$ cat src/core/ppx_consts.svh
// Constants for the program page expansion block
`ifndef PPX_CONSTS_SVH
`define PPX_CONSTS_SVH
`define PPX_PAGE_W 6
`define PPX_ADDR_W 16
`define PPX_PAGE_RESET 6'h00
`define PPX_WIN_LO 16'h8000
`define PPX_WIN_HI 16'hbfff
`define PPX_XA_REGION0 6'h3d
`define PPX_XA_REGION1 6'h3e
`define PPX_XA_REGION3 6'h3f
`define PPX_SPLIT_SW0 6'h38
`define PPX_SPLIT_SW1 6'h30
`define PPX_SPLIT_SW2 6'h20
`define PPX_SPLIT_SW3 6'h00
`define PPX_TEMP_RESET 6'h00
`define PPX_ADDR_RESET 16'h0000
`endif

$ cat src/core/ppx_pkg.sv
// Types for the program page expansion block
package ppx_pkg;
    typedef enum logic [2:0] {
        ppx_alloc_0k = 3'h0,
        ppx_alloc_16k = 3'h1,
        ppx_alloc_48k = 3'h2,
        ppx_alloc_64k = 3'h3
    } ppx_alloc_type;
    typedef enum logic [8:0] {
        ppx_idle = 9'h001,
        ppx_call_page = 9'h002,
        ppx_call_push_lo = 9'h004,
        ppx_call_push_hi = 9'h008,
        ppx_call_push_pg = 9'h010,
        ppx_call_jump = 9'h020,
        ppx_rtc_pull_pg = 9'h040,
        ppx_rtc_pull_ret = 9'h080,
        ppx_rtc_write = 9'h100
    } ppx_state_type;
endpackage

$ cat src/core/ppx_select_decode.sv
// Extended address and emulation select decoder
`timescale 1ns/1ps
`default_nettype none
`include "ppx_consts.svh"
module ppx_select_decode
    import ppx_pkg::*;
(
    input wire logic [15:0] core_address,
    input wire logic [5:0] page_index_bits,
    input wire logic page_internal,
    input wire ppx_alloc_type alloc,
    input wire logic rom_high_map_bit,
    output logic [5:0] next_extended_address_hi,
    output logic next_emulation_select_n
);
    wire logic [1:0] region;
    wire logic low_sel;
    assign region = core_address[15:14];
    assign next_extended_address_hi = (region == 2'h0) ? `PPX_XA_REGION0 :
                                      (region == 2'h1) ? `PPX_XA_REGION1 :
                                      (region == 2'h2) ? page_index_bits : `PPX_XA_REGION3;
    // Select-low flag; a 1 drives the active-low select low for this access
    assign low_sel = (region == 2'h3) ? 1'b1 :
                     (alloc == ppx_alloc_0k) ? (region == 2'h2) :
                     (alloc == ppx_alloc_16k) ? 1'b0 :
                     (region == 2'h2) ? page_internal :
                     (region == 2'h1) ? !rom_high_map_bit :
                     (alloc == ppx_alloc_64k) ? !rom_high_map_bit : 1'b0;
    assign next_emulation_select_n = !low_sel;
endmodule // ppx_select_decode
`default_nettype wire

$ cat src/core/ppx_top.sv
// Program page register, far call/return sequencer and expansion pin drive
//
// Contract
// - Six-bit page maps 16K into 0x8000-0xBFFF
// - Partition switches split window internal/external
// - Page register loads, stores, far call/return
// - Call: save, load page, push return, push page
// - Far call sequence is not interruptible
// - Call page immediate, or fetched when indirect
// - Return: pull page, pull return, write page
// - Far return uninterruptible, works from anywhere
// - Window access drives page onto extended lines
// - Outside window, extended lines carry fixed codes
// - 0K: select low for window and top
// - 16K: select low only for top block
// - 48K: mid block by high-map, window internal
// - 64K: low blocks by high-map bit too
// - Pins driven only with enable and expanded
// - Enable clear: select pin is general I/O
// - Normal write lands next cycle; far writes in-instruction
`timescale 1ns/1ps
`default_nettype none
`include "ppx_consts.svh"
module ppx_top
    import ppx_pkg::*;
#(
    parameter int PAGE_W = `PPX_PAGE_W
)
(
    input wire logic clk,
    input wire logic resetn,
    input wire logic [15:0] core_address,
    input wire logic [1:0] partition_switches,
    input wire ppx_alloc_type alloc,
    input wire logic rom_high_map_bit,
    input wire logic port_k_emulation_enable,
    input wire logic expanded_mode,
    input wire logic page_wr,
    input wire logic [5:0] page_wdata,
    output logic [5:0] page_rdata,
    input wire logic call_start,
    input wire logic call_indirect,
    input wire logic [5:0] call_imm_page,
    input wire logic [15:0] call_imm_target,
    input wire logic [15:0] call_return_addr,
    input wire logic [5:0] ind_page,
    input wire logic [15:0] ind_target,
    input wire logic rtc_start,
    input wire logic [5:0] stack_pull_page,
    input wire logic [15:0] stack_pull_addr,
    output logic push_valid,
    output logic [7:0] push_data,
    output logic pull_req,
    output logic seq_busy,
    output logic irq_inhibit,
    output logic jump_valid,
    output logic [15:0] jump_addr,
    output logic [5:0] extended_address_hi,
    output logic extended_address_oe,
    output logic emulation_select_n,
    output logic emulation_select_oe,
    input wire logic gpio_out,
    input wire logic gpio_oe
);
    logic [5:0] program_page_register;
    logic [5:0] temp_page;
    logic [15:0] ret_addr;
    logic [15:0] target;
    logic [5:0] pulled_page;
    logic [5:0] call_page;
    ppx_state_type state;
    ppx_state_type next_state;
    logic [5:0] next_page;
    logic [7:0] next_push_data;
    logic next_push_valid;
    logic next_jump_valid;
    logic [15:0] next_jump_addr;
    wire logic page_internal;
    wire logic [5:0] dec_xa;
    wire logic dec_sel_n;
    wire logic pins_on;
    wire logic [5:0] new_page;
    wire logic [15:0] new_target;

    ppx_window_decode u_window
    (
        .partition_switches(partition_switches),
        .page_index_bits(program_page_register),
        .page_internal(page_internal)
    );

    ppx_select_decode u_select
    (
        .core_address(core_address),
        .page_index_bits(program_page_register),
        .page_internal(page_internal),
        .alloc(alloc),
        .rom_high_map_bit(rom_high_map_bit),
        .next_extended_address_hi(dec_xa),
        .next_emulation_select_n(dec_sel_n)
    );

    assign new_page = call_indirect ? ind_page : call_imm_page;
    assign new_target = call_indirect ? ind_target : call_imm_target;
    assign pins_on = port_k_emulation_enable && expanded_mode;

    // Pin decode is combinational so each access sees its own page
    assign extended_address_hi = pins_on ? dec_xa : 6'h00;
    assign extended_address_oe = pins_on;
    assign emulation_select_n = pins_on ? dec_sel_n : gpio_out;
    assign emulation_select_oe = pins_on ? 1'b1 : gpio_oe;

    assign page_rdata = program_page_register;
    assign seq_busy = (state != ppx_idle);
    // Interrupts held off across the whole sequence
    assign irq_inhibit = seq_busy || call_start || rtc_start;
    assign pull_req = (state == ppx_rtc_pull_pg) || (state == ppx_rtc_pull_ret);

    always_comb
    begin
        next_state = state;
        next_page = program_page_register;
        next_push_valid = 1'b0;
        next_push_data = 8'h00;
        next_jump_valid = 1'b0;
        next_jump_addr = jump_addr;
        case (state)
            ppx_idle:
            begin
                if (call_start)
                begin
                    next_state = ppx_call_page;
                end
                else if (rtc_start)
                begin
                    next_state = ppx_rtc_pull_pg;
                end
                else if (page_wr)
                begin
                    next_page = page_wdata;
                end
            end
            ppx_call_page:
            begin
                next_page = call_page;
                next_state = ppx_call_push_lo;
            end
            ppx_call_push_lo:
            begin
                next_push_valid = 1'b1;
                next_push_data = ret_addr[7:0];
                next_state = ppx_call_push_hi;
            end
            ppx_call_push_hi:
            begin
                next_push_valid = 1'b1;
                next_push_data = ret_addr[15:8];
                next_state = ppx_call_push_pg;
            end
            ppx_call_push_pg:
            begin
                next_push_valid = 1'b1;
                next_push_data = {2'h0, temp_page};
                next_state = ppx_call_jump;
            end
            ppx_call_jump:
            begin
                next_jump_valid = 1'b1;
                next_jump_addr = target;
                next_state = ppx_idle;
            end
            ppx_rtc_pull_pg:
            begin
                next_state = ppx_rtc_pull_ret;
            end
            ppx_rtc_pull_ret:
            begin
                next_state = ppx_rtc_write;
            end
            ppx_rtc_write:
            begin
                next_page = pulled_page;
                next_jump_valid = 1'b1;
                next_jump_addr = ret_addr;
                next_state = ppx_idle;
            end
            default:
            begin
                next_state = ppx_idle;
            end
        endcase
    end

    always_ff @(posedge clk or negedge resetn)
    begin
        if (!resetn)
        begin
            state <= ppx_idle;
            program_page_register <= `PPX_PAGE_RESET;
            push_valid <= 1'b0;
            push_data <= 8'h00;
            jump_valid <= 1'b0;
            jump_addr <= `PPX_ADDR_RESET;
        end
        else
        begin
            state <= next_state;
            program_page_register <= next_page;
            push_valid <= next_push_valid;
            push_data <= next_push_data;
            jump_valid <= next_jump_valid;
            jump_addr <= next_jump_addr;
        end
    end

    // Operands captured at start so the caller may change them afterwards
    always_ff @(posedge clk or negedge resetn)
    begin
        if (!resetn)
        begin
            temp_page <= `PPX_TEMP_RESET;
            ret_addr <= `PPX_ADDR_RESET;
            target <= `PPX_ADDR_RESET;
            pulled_page <= `PPX_TEMP_RESET;
            call_page <= `PPX_TEMP_RESET;
        end
        else if (state == ppx_idle && call_start)
        begin
            temp_page <= program_page_register;
            call_page <= new_page;
            ret_addr <= call_return_addr;
            target <= new_target;
        end
        else if (state == ppx_rtc_pull_pg)
        begin
            pulled_page <= stack_pull_page;
        end
        else if (state == ppx_rtc_pull_ret)
        begin
            ret_addr <= stack_pull_addr;
        end
    end
endmodule // ppx_top
`default_nettype wire

$ cat src/core/ppx_window_decode.sv
// Window internal/external decoder from the partition switches
`timescale 1ns/1ps
`default_nettype none
`include "ppx_consts.svh"
module ppx_window_decode
    import ppx_pkg::*;
(
    input wire logic [1:0] partition_switches,
    input wire logic [5:0] page_index_bits,
    output logic page_internal
);
    wire logic [5:0] split;
    assign split = (partition_switches == 2'h0) ? `PPX_SPLIT_SW0 :
                   (partition_switches == 2'h1) ? `PPX_SPLIT_SW1 :
                   (partition_switches == 2'h2) ? `PPX_SPLIT_SW2 : `PPX_SPLIT_SW3;
    assign page_internal = (page_index_bits >= split);
endmodule // ppx_window_decode
`default_nettype wire

$ cat config.mk
export PLATFORM = sky130hd
export DESIGN_NAME = ppx_top
export DESIGN_NICKNAME = d
export VERILOG_FILES = /design/src/core/ppx_pkg.sv /design/src/core/ppx_select_decode.sv /design/src/core/ppx_top.sv /design/src/core/ppx_window_decode.sv
export VERILOG_INCLUDE_DIRS = /design/src /design/src/core
export SDC_FILE = /design/constraint.sdc
export NUM_CORES = 1
export LEC_CHECK = 0
export ABC_AREA = 1
export BUFFER_PORTS_ARGS = -buffer_cell sky130_fd_sc_hd__buf_2
export CORE_ASPECT_RATIO = 1.1
export CORE_UTILIZATION = 40
export CTS_CLUSTER_DIAMETER = 100
export DETAILED_ROUTE_END_ITERATION = 7
export HOLD_SLACK_MARGIN = 0.15
export PLACE_DENSITY = 0.66
export SLEW_MARGIN = 20
export SYNTH_ARGS = -nofsm -noshare
export SYNTH_HDL_FRONTEND = slang
export SYNTH_HIERARCHICAL = 1
export SYNTH_SLANG_ARGS = --single-unit
$ cat constraint.sdc
create_clock -name clk -period 3.24 [get_ports clk]
set_clock_uncertainty 0.1 [all_clocks]
set_input_delay 0.648 -clock clk [delete_from_list [all_inputs] [get_ports clk]]
set_output_delay 0.648 -clock clk [all_outputs]
set_load 0.01 [all_outputs]
# Yosys cells after proc, flatten, opt, wreduce, memory -nomap -nowiden
# Cells that the tools add are included.
dict set report totals {
  output_inout_bits 44
  regBits 91
}
dict set report classes {
  order_cmp 1
  n_reduce_logical 18
  bitwise 1
  muxes 31
  n_eq_ne 22
}
# operator count
set ops {}
lappend ops {{$mux 6} 11}
lappend ops {{$mux 16} 4}
lappend ops {{$pmux 9 s7} 1}
lappend ops {{$pmux 16 s2} 1}
lappend ops {{$pmux 8 s3} 1}
lappend ops {{$mux 9} 2}
lappend ops {{$pmux 6 s3} 1}
lappend ops {{$mux 1} 10}
lappend ops {{$eq 9x1->1 const B} 1}
lappend ops {{$eq 9x2->1 const B} 1}
lappend ops {{$eq 9x3->1 const B} 1}
lappend ops {{$eq 9x4->1 const B} 1}
lappend ops {{$eq 9x5->1 const B} 1}
lappend ops {{$eq 9x6->1 const B} 1}
lappend ops {{$eq 9x7->1 const B} 1}
lappend ops {{$eq 9x8->1 const B} 1}
lappend ops {{$eq 9x9->1 const B} 1}
lappend ops {{$ne 9x1->1 const B} 1}
lappend ops {{$ne 2x2->1 const B} 4}
lappend ops {{$eq 2x2->1 const B} 3}
lappend ops {{$ge 6x6->1} 1}
lappend ops {{$eq 2x1->1 const B} 2}
lappend ops {{$logic_not 2->1} 2}
lappend ops {{$reduce_and 2->1} 2}
lappend ops {{13 further kinds} 18}

# Logic depth before layout (Yosys ltp)
dict set report depth {
  word_depth 11
  ltp_mapped 13
  depth_no_buf 13
}

# Cells and area by module
# Netlist, hierarchy kept.
# module seq_area_each_um2 instances cells_each area_each_um2
set modules_own_cells {}
lappend modules_own_cells {ppx_top 2278.4 1 568 4595.7}
lappend modules_own_cells {ppx_select_decode 0.0 1 25 125.1}
lappend modules_own_cells {ppx_window_decode 0.0 1 20 107.6}

# Worst setup path before layout
# No wires, ideal clock.
dict set report synth_path {
  path_kind {input -> output}
  startpoint {input port partition_switches[0]}
  endpoint {output port emulation_select_n}
  path_buffers 0
  required_ps 2492
  setup_slack_ps 778
  arrival_ps 1714
  cell_stages 13
  cell_sequence {nand2_1 -> inv_1 -> ha_1 -> nand2_1 -> nor2_1 -> nor2_1 -> nand2_1 -> nand3b_1 -> nand2_1 -> inv_1 -> a21oi_2 -> nand2_1 -> nand2_1}
}
dict set report synth_via {
  elab_chain_cells 11
  elab_cells_between_ends 13
  classes_between {order compare: 1; eq/ne: 2; mux: 8; reduce/logical: 2}
}
# item line
set synth_lines {}
lappend synth_lines {{start: declaration} ppx_top.sv:33} ;# input wire logic [1:0] partition_switches,
lappend synth_lines {{$eq 2x2->1} ppx_window_decode.sv:15} ;# (partition_switches == 2'h2) ? `PPX_SPLIT_SW2 : `PPX_SPLIT_SW3;
lappend synth_lines {{$mux 6 (no line) (2 in a row)} --}
lappend synth_lines {{$mux 6 (no line) (*)} --}
lappend synth_lines {{$ge 6x6->1 (*)} ppx_window_decode.sv:16} ;# assign page_internal = (page_index_bits >= split);
lappend synth_lines {{net page_internal} ppx_top.sv:78} ;# wire logic page_internal;
lappend synth_lines {{$mux 1 (*)} ppx_select_decode.sv:26} ;# (region == 2'h2) ? page_internal :
lappend synth_lines {{$mux 1 (*)} ppx_select_decode.sv:25} ;# (alloc == ppx_alloc_16k) ? 1'b0 :
lappend synth_lines {{$mux 1 (*)} ppx_select_decode.sv:24} ;# (alloc == ppx_alloc_0k) ? (region == 2'h2) :
lappend synth_lines {{$mux 1 (*)} ppx_select_decode.sv:23} ;# assign low_sel = (region == 2'h3) ? 1'b1 :
lappend synth_lines {{$logic_not 1->1 (*)} ppx_select_decode.sv:29} ;# assign next_emulation_select_n = !low_sel;
lappend synth_lines {{net dec_sel_n} ppx_top.sv:80} ;# wire logic dec_sel_n;
lappend synth_lines {{$mux 1 (*)} ppx_top.sv:110} ;# assign emulation_select_n = pins_on ? dec_sel_n : gpio_out;
lappend synth_lines {{end: declaration} ppx_top.sv:60} ;# output logic emulation_select_n,
# Mark *: on every way through the listed nets, which the timed path passes. The rest lies on a longest branch.

# Worst setup path after layout
dict set report layout_path {
  startpoint {input port partition_switches[1]}
  endpoint {output port emulation_select_n}
}
# The elaborated chain is that of the path after synthesis.

==> impl_metrics.env <==
export IMPL_ctsHoldBuffers=0
export IMPL_chipHeight_um=117
export IMPL_slowest_stage="ha_1"
export IMPL_num_io_pins=164
export IMPL_finalSetupViolations=0
export IMPL_ctsResizeCount=0
export IMPL_final_hold_viol_count=0
export IMPL_hpwl_um=9170
export IMPL_core_area_mm2=0.0116
export IMPL_overflow=0
export IMPL_avgSynthCellArea_um2=7.88
export IMPL_setup_slack_ns=0.497
export IMPL_cp_required_ns=2.49
export IMPL_dr_total_vias=4418
export IMPL_drc_errors=0
export IMPL_rsz0062_at_grt="no"
export IMPL_pwr_share_seq_pct=38.6
export IMPL_path_cells="buf_2 > nand2_1 > inv_1 > ha_1 > nand2_1 > nor2_1 > nor2_1 > nand2_1 > nand3b_1 > nand2_1 > inv_1 > a21oi_2 > nand2_1 > nand2_1 > buf_2"
export IMPL_grt_pass1_vias=4109
export IMPL_antennaDiodeCount=0
export IMPL_cp_start_kind="primary input"
export IMPL_routabilityCongestion=0.797
export IMPL_rows=41
export IMPL_clkPwrFrac_pct=24.3
export IMPL_ir_drop_v=0.000323
export IMPL_start_util_pct=41.6
export IMPL_portBuffers=149
export IMPL_p_sw_share_pct=38.1
export IMPL_htreeDepth=3
export IMPL_layout_drive_gt1_share_pct=28.4
export IMPL_leakage_nw=3.30
export IMPL_fin_crit_sh_pct=84.7
export IMPL_cts_tree="yes"
export IMPL_final_area_mm2=0.00600
export IMPL_synth_area_top_cells="dfrtp_1 (47%), nand2_1 (12%), nor2_1 (6.1%)"
export IMPL_ys_types=36
export IMPL_area_delta_synth_final_pct=24.2
export IMPL_grt_max_degree=92
export IMPL_dp_cells=891
export IMPL_internal_power_mw=3.13
export IMPL_syn_inst=613
export IMPL_synth_top_cell_area_share_pct=46.6
export IMPL_endpoint_kind="output port"
export IMPL_antenna_found_initial=0
export IMPL_hp_class="in2async"
export IMPL_pre_cts_slack_ns=0.492
export IMPL_total_power_mw=5.05
export IMPL_slew_headroom_pct=56.4
export IMPL_tns_ns=0
export IMPL_fin_cells=907
export IMPL_via_per_inst=4.87
export IMPL_synth_warnings=6
export IMPL_path_max_fanout=3
export IMPL_p_sw_mw=1.92
export IMPL_fin_crit_ns=2.74
export IMPL_detail_route_antenna_nets=0
export IMPL_cts_post_setup_buffers_inserted=0
export IMPL_dieArea_mm2=0.0125
export IMPL_comb_power_share_pct=37.1
export IMPL_cpPeakStageDelay_ns=0.28
export IMPL_dpl_cell_area_mm2=0.00564
export IMPL_fill_cells=1143
export IMPL_ys_seq_area_share_pct=47.2
export IMPL_nets=875
export IMPL_critical_path_class="in2out"
export IMPL_cpMostUsedCell="nand2_1"
export IMPL_cap_violations=0
export IMPL_final_max_slew_viol_count=0
export IMPL_max_freq_mhz=365
export IMPL_syn_area_mm2=0.00483
export IMPL_track_usage_pct=20.2
export IMPL_clk_pin_slew_ns=0.06
export IMPL_power_density_mw_per_mm2=842
export IMPL_cts_made_buffers=9
export IMPL_tightest_slew_ns=0.652
export IMPL_cp_arrival_ns=2.00
export IMPL_status="finished, final reports clean"
export IMPL_drt_initial_drc_count=228
export IMPL_grt_pass1_wl_um=19400
export IMPL_cts_buffer_depth=2
export IMPL_cts_sinks=91
export IMPL_yosys_area_top_type="dfrtp_1"
export IMPL_synth_nets=736
export IMPL_wl_per_cell_um=13.3
export IMPL_wl_um=12000
export IMPL_drtPass1Iterations=4
export IMPL_cts_root_buf="clkbuf_16"
export IMPL_ys_ff_latch=91
export IMPL_insertion_delay_ns=0.33
export IMPL_dieWidth_um=107
-- critical path: cells and delay by family --
kind                       cells  cell delay [ns]
adders and majority gates      1             0.28
buffers and inverters          4             0.32
AOI/OAI and AO/OA              1             0.11
and+or+nand+nor                9             0.63
-- cell usage in the layout (no fill, tap or decap), types with 6 or more instances in the layout --
master and n:
a31oi_1 22, buf_2 148, clkbuf_16 9, dfrtp_1 90
inv_1 73, inv_2 8, nand2_1 156, nand3_1 46
nor2_1 78, nor2_2 9, o211ai_1 6, o21ai_0 10
o21ai_1 35, o22ai_1 7
-- per-stage QoR --
| stage | util [%] | hold WS (ns) |
|---|---|---|
| floorplan | - | 0.252 |
| global placement | 48.6 | 0.369 |
| detailed placement | 48.6 | 0.367 |
| CTS | 51.7 | 0.267 |
| global route | 51.7 | 0.295 |
| finish | 51.7 | 0.246 |
-- final timing paths --
check | cells after the start | from | end | slack [ns]
min in group clk | 2 | pulled_page[2] | pulled_page[2] | 0.39
max | 15 | partition_switches[1] | emulation_select_n | 0.50
max reg2reg | 10 | state[3] | page_rdata[1] | 1.14
min | 2 | resetn | target[14] | 0.25
min reg2reg | 2 | pulled_page[2] | pulled_page[2] | 0.39
max in group asynchronous | 2 | resetn | state[0] | 2.40
-- cell families (layout without fill, tap and decap cells) --
family | Yosys count | in the layout | share of synthesized area [%]
adder cells (fa/ha/maj) | 3 | 3 | 0.777
buffers and inverters | 104 | 248 | 9.51
AO/OA/AOI/OAI | 89 | 89 | 11.2
AND/OR/NAND/NOR | 326 | 326 | 31.3
flip-flops | 91 | 91 | 47.2
-- synth_stat cells (all sizes together) --
cell type  instances
o211ai             6
inv               81
dfstp              1
buf               17
nor2              93
nand2            166
nand4              7
dfrtp             90
a31oi             22
o21a               1
nand3             47
a211oi             1
nand3b             2
or2                6
nor3               5
o22ai             12
ha                 3
clkbuf             6
o21ai             45
a21oi              2
-- sequential cells by signal (all words and copies together), names as in the netlist --
| register | count |
|---|---|
| push_valid | 1 |
| ret_addr | 16 |
| jump_addr | 16 |
| push_data | 8 |
| pulled_page | 6 |
| jump_valid | 1 |
| target | 16 |
| page_rdata | 6 |
| call_page | 6 |
| state | 9 |
| temp_page | 6 |
-- layer usage --
metal / vias up / wire, µm / global-route usage (%) / share of wire [%]
met1: 2054 / 5170 / 24.8 / 43
met5: - / 0 / 0 / 0
li1: 2240 / - / - / -
met4: 0 / 114 / 6.03 / 0.95
met2: 118 / 6210 / 36.3 / 52
met3: 6 / 524 / 3.65 / 4.4
-- power by group through the flow --
stage	clock, mW	combinational, mW	sequential, mW
floorplan	0	1.44	1.89
global placement	0	1.85	1.96
detailed placement	0	1.90	1.97
CTS	1.25	1.90	1.96
global route	1.31	2.15	2.00
finish	1.23	1.87	1.95
-- final cells by class --
cell class / instances / area [µm²] / area share (%)
Sequential cell: 91 / 2280 / 38.0
Inverter: 81 / 304 / 5.07
Clock buffer: 12 / 267 / 4.44
Multi-Input combinational cell: 418 / 2090 / 34.9
Tap cell: 150 / 188 / 3.13
Clock inverter: 4 / 95.1 / 1.59
Timing Repair Buffer: 151 / 776 / 12.9
No activity file was read; power rests on OpenSTA's default activity.
